`src/rtl/ipe_pkg.sv`:
```
// package: register map, field layout, reset values and carrier types
package ipe_pkg;

    // register bus geometry
    localparam int ADDR_W = 12;
    localparam int DATA_W = 8;

    // register offsets
    localparam logic [11:0] PORTC_PRIO_HIGH_ADDR = 12'h0fc7;
    localparam logic [11:0] PORTC_PRIO_LOW_ADDR = 12'h0fc8;
    localparam logic [11:0] EDGE_POLARITY_ADDR = 12'h0fcd;
    localparam logic [11:0] REQUEST_CONTROL_ADDR = 12'h0fcf;
    localparam logic [11:0] PORTA_STATUS_ADDR = 12'h0fd0;
    localparam logic [11:0] PORTC_STATUS_ADDR = 12'h0fd1;
    localparam logic [11:0] PORTA_MASK_ADDR = 12'h0fd2;
    localparam logic [11:0] PORTC_MASK_ADDR = 12'h0fd3;

    // line counts
    localparam int PORTA_LINES = 8;
    localparam int PORTC_LINES = 4;

    // field positions
    localparam int MASTER_ENABLE_BIT = 7;

    // reset values
    localparam logic [7:0] PORTC_PRIO_HIGH_RST = 8'h00;
    localparam logic [7:0] PORTC_PRIO_LOW_RST = 8'h00;
    localparam logic [7:0] EDGE_POLARITY_RST = 8'h00;
    localparam logic [7:0] REQUEST_CONTROL_RST = 8'h00;
    localparam logic [7:0] STATUS_RST = 8'h00;
    localparam logic [7:0] MASK_RST = 8'h00;
    localparam logic [7:0] READ_ZERO = 8'h00;

    // priority encodings of a high/low enable pair
    typedef enum logic [1:0] {
        IPE_PRIO_OFF = 2'b00,
        IPE_PRIO_LOW = 2'b01,
        IPE_PRIO_NOMINAL = 2'b10,
        IPE_PRIO_HIGH = 2'b11
    } ipe_prio_t;

    // operations reported by the core, one-cycle pulses
    typedef struct packed {
        logic global_unmask_op;
        logic return_from_handler_op;
        logic interrupt_mask_op;
        logic ack;
        logic [1:0] ack_line;
    } ipe_core_op_t;

    // request forwarded to the core
    typedef struct packed {
        logic valid;
        logic [1:0] line;
        ipe_prio_t level;
    } ipe_req_t;

endpackage

```
`src/rtl/ipe_irq_ctrl.sv`:
```
// file: port A/C interrupt edge capture, priority and master enable
//
// The plain strobed port was left to the implementer.
`timescale 1ns/1ps
`default_nettype none

module ipe_irq_ctrl
(
    input wire logic sys_clk,
    input wire logic reset_n,
    input wire logic [11:0] reg_addr,
    input wire logic [7:0] reg_wdata,
    input wire logic reg_wr,
    input wire logic reg_rd,
    output logic [7:0] reg_rdata,
    input wire logic [7:0] port_a_line,
    input wire logic [3:0] port_c_line,
    input wire ipe_pkg::ipe_core_op_t core_op,
    output ipe_pkg::ipe_req_t core_req,
    output logic master_request_enable,
    output logic irq_out
);

    // synchroniser stages: first is read only by the second
    logic [7:0] pa_meta_r;
    logic [7:0] pa_sync_r;
    logic [7:0] pa_prev_r;
    logic [3:0] pc_meta_r;
    logic [3:0] pc_sync_r;
    logic [3:0] pc_prev_r;

    // software registers
    logic [3:0] portc_prio_high_reg_r;
    logic [3:0] portc_prio_high_reg_nxt;
    logic [3:0] portc_prio_low_reg_r;
    logic [3:0] portc_prio_low_reg_nxt;
    logic [7:0] edge_polarity_reg_r;
    logic [7:0] edge_polarity_reg_nxt;
    logic master_enable_r;
    logic master_enable_nxt;

    // sticky event status and masks
    logic [7:0] pa_status_r;
    logic [7:0] pa_status_nxt;
    logic [3:0] pc_status_r;
    logic [3:0] pc_status_nxt;
    logic [7:0] pa_mask_r;
    logic [7:0] pa_mask_nxt;
    logic [3:0] pc_mask_r;
    logic [3:0] pc_mask_nxt;

    // bus read data and outward flops
    logic [7:0] rdata_r;
    logic [7:0] rdata_nxt;
    logic irq_r;
    logic irq_nxt;
    ipe_pkg::ipe_req_t req_r;
    ipe_pkg::ipe_req_t req_nxt;

    // one-cycle edge events
    logic [7:0] pa_event;
    logic [3:0] pc_event;

    // write decodes
    logic wr_prio_high;
    logic wr_prio_low;
    logic wr_polarity;
    logic wr_control;
    logic wr_pa_status;
    logic wr_pc_status;
    logic wr_pa_mask;
    logic wr_pc_mask;

    // acknowledge clears the pending bit of the serviced line
    logic [3:0] ack_clear;

    // input synchronisers plus one history stage for edge detection
    always_ff @(posedge sys_clk or negedge reset_n)
    begin
        if (!reset_n)
        begin
            pa_meta_r <= 8'h00;
            pa_sync_r <= 8'h00;
            pa_prev_r <= 8'h00;
            pc_meta_r <= 4'h0;
            pc_sync_r <= 4'h0;
            pc_prev_r <= 4'h0;
        end
        else
        begin
            pa_meta_r <= port_a_line;
            pa_sync_r <= pa_meta_r;
            pa_prev_r <= pa_sync_r;
            pc_meta_r <= port_c_line;
            pc_sync_r <= pc_meta_r;
            pc_prev_r <= pc_sync_r;
        end
    end

    // per-line edge select on port A
    // a level held for one sampled clock survives the synchroniser, so
    // anything wider than one period is seen; shorter pulses may vanish
    genvar gi;
    generate
        for (gi = 0; gi < ipe_pkg::PORTA_LINES; gi++)
        begin : g_pa_edge
            always_comb
            begin
                if (edge_polarity_reg_r[gi])
                begin
                    // rising edge
                    pa_event[gi] = pa_sync_r[gi] & ~pa_prev_r[gi];
                end
                else
                begin
                    // falling edge
                    pa_event[gi] = ~pa_sync_r[gi] & pa_prev_r[gi];
                end
            end
        end
    endgenerate

    // port C sources request on a rising edge
    assign pc_event = pc_sync_r & ~pc_prev_r;

    // address decode for writes
    always_comb
    begin
        wr_prio_high = reg_wr && (reg_addr == ipe_pkg::PORTC_PRIO_HIGH_ADDR);
        wr_prio_low = reg_wr && (reg_addr == ipe_pkg::PORTC_PRIO_LOW_ADDR);
        wr_polarity = reg_wr && (reg_addr == ipe_pkg::EDGE_POLARITY_ADDR);
        wr_control = reg_wr && (reg_addr == ipe_pkg::REQUEST_CONTROL_ADDR);
        wr_pa_status = reg_wr && (reg_addr == ipe_pkg::PORTA_STATUS_ADDR);
        wr_pc_status = reg_wr && (reg_addr == ipe_pkg::PORTC_STATUS_ADDR);
        wr_pa_mask = reg_wr && (reg_addr == ipe_pkg::PORTA_MASK_ADDR);
        wr_pc_mask = reg_wr && (reg_addr == ipe_pkg::PORTC_MASK_ADDR);
    end

    // acknowledge decode: one-hot of the serviced port C line
    always_comb
    begin
        ack_clear = 4'h0;
        if (core_op.ack)
        begin
            ack_clear[core_op.ack_line] = 1'b1;
        end
    end

    // next values of the software registers
    always_comb
    begin
        // priority pairs keep only bits 3:0; bits 7:4 are dropped
        portc_prio_high_reg_nxt = portc_prio_high_reg_r;
        portc_prio_low_reg_nxt = portc_prio_low_reg_r;
        edge_polarity_reg_nxt = edge_polarity_reg_r;
        pa_mask_nxt = pa_mask_r;
        pc_mask_nxt = pc_mask_r;
        if (wr_prio_high)
        begin
            portc_prio_high_reg_nxt = reg_wdata[3:0];
        end
        if (wr_prio_low)
        begin
            portc_prio_low_reg_nxt = reg_wdata[3:0];
        end
        if (wr_polarity)
        begin
            edge_polarity_reg_nxt = reg_wdata;
        end
        if (wr_pa_mask)
        begin
            pa_mask_nxt = reg_wdata;
        end
        if (wr_pc_mask)
        begin
            pc_mask_nxt = reg_wdata[3:0];
        end
    end

    // next value of the master enable
    // clearing causes win over setting ones in the same cycle: a
    // handler entry must never leave interrupts open by accident
    always_comb
    begin
        master_enable_nxt = master_enable_r;
        if (wr_control)
        begin
            // only bit 7 is writable, bits 6:0 ignored
            master_enable_nxt = reg_wdata[ipe_pkg::MASTER_ENABLE_BIT];
        end
        if (core_op.global_unmask_op || core_op.return_from_handler_op)
        begin
            master_enable_nxt = 1'b1;
        end
        if (core_op.interrupt_mask_op || core_op.ack)
        begin
            master_enable_nxt = 1'b0;
        end
    end

    // sticky status: write one clears, a new edge wins over the clear
    always_comb
    begin
        pa_status_nxt = pa_status_r;
        pc_status_nxt = pc_status_r;
        if (wr_pa_status)
        begin
            pa_status_nxt = pa_status_nxt & ~reg_wdata;
        end
        if (wr_pc_status)
        begin
            pc_status_nxt = pc_status_nxt & ~reg_wdata[3:0];
        end
        pc_status_nxt = pc_status_nxt & ~ack_clear;
        pa_status_nxt = pa_status_nxt | pa_event;
        pc_status_nxt = pc_status_nxt | pc_event;
    end

    // interrupt output: any unmasked sticky bit
    always_comb
    begin
        irq_nxt = |(pa_status_r & pa_mask_r) | |(pc_status_r & pc_mask_r);
    end

    // request selection: best level, lowest line on a tie
    always_comb
    begin
        ipe_pkg::ipe_prio_t lvl;
        lvl = ipe_pkg::IPE_PRIO_OFF;
        req_nxt.valid = 1'b0;
        req_nxt.line = 2'd0;
        req_nxt.level = ipe_pkg::IPE_PRIO_OFF;
        for (int i = 0; i < ipe_pkg::PORTC_LINES; i++)
        begin
            // pair decode: 00 off, 01 low, 10 nominal, 11 high
            lvl = ipe_pkg::ipe_prio_t'({portc_prio_high_reg_r[i],
                portc_prio_low_reg_r[i]});
            if (pc_status_r[i] && (lvl != ipe_pkg::IPE_PRIO_OFF) &&
                (lvl > req_nxt.level))
            begin
                req_nxt.valid = 1'b1;
                req_nxt.line = 2'(i);
                req_nxt.level = lvl;
            end
        end
        // master enable gates every request to the core
        if (!master_enable_r)
        begin
            req_nxt.valid = 1'b0;
            req_nxt.line = 2'd0;
            req_nxt.level = ipe_pkg::IPE_PRIO_OFF;
        end
    end

    // read mux: data appears the cycle after the strobe only
    always_comb
    begin
        rdata_nxt = ipe_pkg::READ_ZERO;
        if (reg_rd)
        begin
            case (reg_addr)
                ipe_pkg::PORTC_PRIO_HIGH_ADDR:
                    rdata_nxt = {4'h0, portc_prio_high_reg_r};
                ipe_pkg::PORTC_PRIO_LOW_ADDR:
                    rdata_nxt = {4'h0, portc_prio_low_reg_r};
                ipe_pkg::EDGE_POLARITY_ADDR:
                    rdata_nxt = edge_polarity_reg_r;
                ipe_pkg::REQUEST_CONTROL_ADDR:
                    rdata_nxt = {master_enable_r, 7'h00};
                ipe_pkg::PORTA_STATUS_ADDR:
                    rdata_nxt = pa_status_r;
                ipe_pkg::PORTC_STATUS_ADDR:
                    rdata_nxt = {4'h0, pc_status_r};
                ipe_pkg::PORTA_MASK_ADDR:
                    rdata_nxt = pa_mask_r;
                ipe_pkg::PORTC_MASK_ADDR:
                    rdata_nxt = {4'h0, pc_mask_r};
                // unmapped addresses read as zero
                default:
                    rdata_nxt = ipe_pkg::READ_ZERO;
            endcase
        end
    end

    // state registers; reset clears the master enable too
    always_ff @(posedge sys_clk or negedge reset_n)
    begin
        if (!reset_n)
        begin
            portc_prio_high_reg_r <= ipe_pkg::PORTC_PRIO_HIGH_RST[3:0];
            portc_prio_low_reg_r <= ipe_pkg::PORTC_PRIO_LOW_RST[3:0];
            edge_polarity_reg_r <= ipe_pkg::EDGE_POLARITY_RST;
            master_enable_r <= ipe_pkg::REQUEST_CONTROL_RST[7];
            pa_status_r <= ipe_pkg::STATUS_RST;
            pc_status_r <= ipe_pkg::STATUS_RST[3:0];
            pa_mask_r <= ipe_pkg::MASK_RST;
            pc_mask_r <= ipe_pkg::MASK_RST[3:0];
            rdata_r <= ipe_pkg::READ_ZERO;
            irq_r <= 1'b0;
            req_r <= '0;
        end
        else
        begin
            portc_prio_high_reg_r <= portc_prio_high_reg_nxt;
            portc_prio_low_reg_r <= portc_prio_low_reg_nxt;
            edge_polarity_reg_r <= edge_polarity_reg_nxt;
            master_enable_r <= master_enable_nxt;
            pa_status_r <= pa_status_nxt;
            pc_status_r <= pc_status_nxt;
            pa_mask_r <= pa_mask_nxt;
            pc_mask_r <= pc_mask_nxt;
            rdata_r <= rdata_nxt;
            irq_r <= irq_nxt;
            req_r <= req_nxt;
        end
    end

    // outputs straight from flops
    assign reg_rdata = rdata_r;
    assign core_req = req_r;
    assign master_request_enable = master_enable_r;
    assign irq_out = irq_r;

endmodule

`default_nettype wire

```
`config.mk`:
```
export PLATFORM = sky130hd
export DESIGN_NAME = ipe_irq_ctrl
export DESIGN_NICKNAME = d
export VERILOG_FILES = /design/src/rtl/ipe_pkg.sv /design/src/rtl/ipe_irq_ctrl.sv
export SDC_FILE = /design/constraint.sdc
export NUM_CORES = 1
export LEC_CHECK = 0
export ABC_AREA = 1
export BUFFER_PORTS_ARGS = -buffer_cell sky130_fd_sc_hd__buf_2
export CORE_MARGIN = 3
export CORE_UTILIZATION = 40
export CTS_BUF_LIST = sky130_fd_sc_hd__clkbuf_16
export CTS_CLUSTER_SIZE = 24
export DETAILED_ROUTE_END_ITERATION = 12
export PLACE_DENSITY = 0.61
export SLEW_MARGIN = 20
export SYNTH_ARGS = -nofsm -noshare
export SYNTH_HDL_FRONTEND = slang
export SYNTH_SLANG_ARGS = --single-unit
```
`constraint.sdc`:
```
create_clock -name sys_clk -period 4.8 [get_ports sys_clk]
set_input_delay 0.96 -clock sys_clk [delete_from_list [all_inputs] [get_ports sys_clk]]
set_output_delay 0.96 -clock sys_clk [all_outputs]
set_load 0.1 [all_outputs]
```
* Word-level counts from Yosys, hierarchy flattened
Index checks and enable logic that the tools add are counted.
W data, S select, Z words.
** Word-level totals
- Register bits after elaboration :: 91
- Logic and storage cells :: 127
- Output and inout bits :: 15
** Cells by class
- Bitwise operators :: 45
- Magnitude comparators :: 6
- Mux-type cells :: 23
- Eq/ne operators :: 8
- Reduce and logical (&&, ||, !) cells :: 26
** Operators by type and width (number)
- $eq A12 B12 Y1 const B :: 8
- $pmux W8 S8 :: 1
- $mux W5 :: 5
- $logic_and A1 B1 Y1 :: 17
- $and A1 B1 Y1 :: 16
- $and A4 B4 Y4 :: 4
- $and A8 B8 Y8 :: 2
- $mux W8 :: 2
- $not A1 Y1 :: 16
- $mux W1 :: 12
- $not A4 Y4 :: 3
- $mux W4 :: 2
- $not A8 Y8 :: 1
- $or A8 B8 Y8 :: 1
- $reduce_bool A2 Y1 :: 4
- $reduce_or A8 Y1 :: 1
- $gt A2 B2 Y1 :: 3
- $or A4 B4 Y4 :: 1
- $reduce_or A4 Y1 :: 1
- $lt A2 B3 Y1 const B :: 1
- $reduce_bool A3 Y1 :: 1
- $demux W1 S2 :: 1
- $ge A2 B1 Y1 const B :: 1
- $gt A2 B1 Y1 const B :: 1
- 2 further kinds :: 3

* Longest topological paths before layout
- Depth in word-level cells :: 14
- Gate-level depth with buffers :: 21
- Mapped depth without buffers :: 21

* Worst setup path before layout
OpenSTA, ideal clock, no wires.
- Path type :: reg2reg
- Start :: register portc_prio_low_reg_r[0]
- End :: register req_r (netlist bit core_req[0])
- Setup slack :: 1390 ps
- Cell stages (with the launch flop) :: 18
- Arrival time :: 3272 ps
- Data required time :: 4661 ps
- Buffers on the path :: 0
- Cell sequence :: dfrtp_1 -> o21ai_0 -> nor2_1 -> ha_1 -> a21oi_1 -> nand3_1 -> nand2_1 -> and2_1 -> ha_1 -> a21oi_1 -> o211ai_1 -> o21ai_0 -> inv_1 -> ha_1 -> a21boi_0 -> o221ai_1 -> o21ai_0 -> a21oi_1
** RTL lines
- start, declared :: RTL line ipe_irq_ctrl.sv:35 : logic [3:0] portc_prio_low_reg_r;
- start signal, assigned :: RTL line ipe_irq_ctrl.sv:291 : portc_prio_low_reg_r <= ipe_pkg::PORTC_PRIO_LOW_RST[3:0];
- start signal, assigned :: RTL line ipe_irq_ctrl.sv:305 : portc_prio_low_reg_r <= portc_prio_low_reg_nxt;
- end signal, assigned :: RTL line ipe_irq_ctrl.sv:314 : req_r <= req_nxt;
- end, declared :: RTL line ipe_irq_ctrl.sv:57 : ipe_pkg::ipe_req_t req_r;

==> metrics <==
HPWL Detailed 6530 microns; Worst EP arrival 4270 ps; Pwr per Cell Area 335 nW/um^2; Post-Syn Area 4100 sq um; fin cells 645; worst-path fanout max 7; remaining global-route overflow 0; first-pass GRT wire length 15000 microns; Hold Buf Count CTS 0; post-synthesis sequential area ratio 55.5%; post-route ant nets 0; die width 107 microns; cell count after placement 629; input/output buffers 56; post-route setup slack 727 ps; setup tns final 0 ps; Die Ht 107 microns; CTS tree done; dpl ws 822 ps; Power, Total 1.61 mW; setup violators final 0; GRT Util Overall 16.5%; initial core utilization 41.6%; Post-Syn Nets 493; total wire length 8950 microns; Most used DFF post-synth dfrtp_1; Slew Viols, Final 0; CTS Buffer Depth 2; WHS 350 ps; first-pass detailed-route iteration total 6; routed vias/inst 4.90; post-CTS sizing 0; DR vias 3161; HP Class register to register; min-delay src pa_meta_r[0]; post-synthesis register bit count 91; Cell Rows 36; run status finished, final reports clean; RSZ-0062 raised after global routing false; synth cell count leaders 91 x dfrtp_1, 86 x nand2_1, 61 x inv_1, 43 x nand3_1, 38 x nor2_1; most numerous cell in the Yosys netlist dfrtp_1; largest area contributor in the netlist dfrtp_1; proportion of layout cells with a drive suffix above 1 22.1%; period utilization 84.9%; residual DRC count 0; Slew HR 37.6%; antenna cells 0; Unique masters post-synth 33; leading post-synthesis cells by cell area dfrtp_1 56%, nand2_1 7.9%, inv_1 5.6%; Pleak 2.41 nW; synthesized area per cell 9.21 sq um; Slew @ Worst Pin 932 ps; post-route cell area 4810 sq um; r2r setup slk 730 ps; origin of the worst setup path portc_prio_low_reg_r[0]; largest net degree at the start of global routing 65; clk_skew 7.43 ps; Cells after Synth 445; Routability Congestion 0.882; CTS clk-pin slew, worst paths 70 ps; area delta synth->final 17.3%; Initial DRC Count 176; maximum vdd ir drop 188 uV; Fmax 0.245 GHz; die area 11500 sq um; wire per inst 13.9 microns; reg2reg start portc_prio_low_reg_r[0]; Worst Setup Start Kind register; CTS Sinks 91; critical path type register to register; Worst setup EP type register; Core ar. 9860 sq um; initial antenna violation count 0; fraction of registers with async set/reset 100%; min cycle time layout 4070 ps; post-synth top area share 55.5%; io pins 57; Final nets 555; vias in the first global route 3112; final hold viol count 0; post-placement cell area 4500 sq um; CTS root buf clkbuf_16; worst path required time 5000 ps; number of enable flip-flop cells after synthesis 0; post-layout util 48.8%; CTS H-tree lvls 3; setup bufs post-CTS 0; Synthesis Warnings 0; CTS Buf Count 9; Skew-Pair Late Insertion Delay 340 ps; maxcap violations 0
==> layout by cell type, fill, tap and decap left out, types with 2 or more instances in the layout <==
master and count:
dfrtp_1 91, nand2_1 86, inv_1 61, buf_2 55, nand3_1 43, nor2_1 38, o21ai_0 25, o21ai_2 16
a21oi_1 11, nand4_1 11, o211ai_1 9, clkbuf_16 9, nand2_2 6, ha_1 6, nor2_4 4, o21ai_1 4
inv_2 3, nand3_2 3, a221oi_1 3, inv_6 3, o21bai_1 2, or2_2 2, nor2_2 2, o22ai_1 2
a31oi_1 2, nand2_4 2, clkinvlp_4 2, buf_4 2
==> cells by family after synthesis <==
family / synth area share (%)
AOI/OAI and AO/OA: 12.2
adders and majority gates: 1.83
buffers and inverters: 7.17
DFF: 55.5
and+or+nand+nor: 23.3
==> metal layers <==
layer	up-vias	share of wire, %	track usage, %
met4	0	0.78	5.11
met2	91	45	25.7
met1	1479	49	22.8
met3	6	5.0	4.09
li1	1585	-	-
met5	-	0	0
==> final cells by class <==
type	instances	area, sq um
Clock buffer	9	225
Multi-Input combinational cell	284	1530
Tap cell	133	166
Clock inverter	7	82.6
Fill cell	939	5050
Timing Repair Buffer	57	290
Sequential cell	91	2280
Inverter	64	240
==> power by group <==
group	total (mW)	switching, mW	internal, mW
Clock	0.725	0.312	0.413
Combinational	0.0846	0.0600	0.0246
Sequential	0.802	0.0145	0.787
Total	1.61	0.387	1.22
==> sequential cells by signal (all words and copies together) (netlist names), 5 cells and up <==
signal,count
core_req,5
edge_polarity_reg_r,8
pa_mask_r,8
pa_meta_r,8
pa_prev_r,8
pa_status_r,8
pa_sync_r,8
reg_rdata,8
==> path summary, 6_finish.rpt <==
kind                                       endpoint  cells past startpoint
setup / recovery                        core_req[0]                     17
hold / removal                         pa_sync_r[0]                      0
setup reg to reg                        core_req[0]                     17
hold reg to reg                        pa_sync_r[0]                      0
max in group asynchronous  portc_prio_high_reg_r[2]                      2
min in group asynchronous            pa_status_r[6]                      1
==> worst max-delay path, stage by stage (launching register included) <==
cell and delay [ps]:
dfrtp_1 410, o21ai_0 330, nor2_1 120, ha_1 280, a21oi_1 350, nand3_1 180
and2_1 200, ha_1 290, inv_1 40, o21bai_1 120, o211ai_1 220, o21ai_0 300
inv_1 80, ha_1 270, a21boi_0 170, o221ai_1 280, o21ai_0 240, a21oi_1 60
No activity file was read; power rests on OpenSTA's default activity.
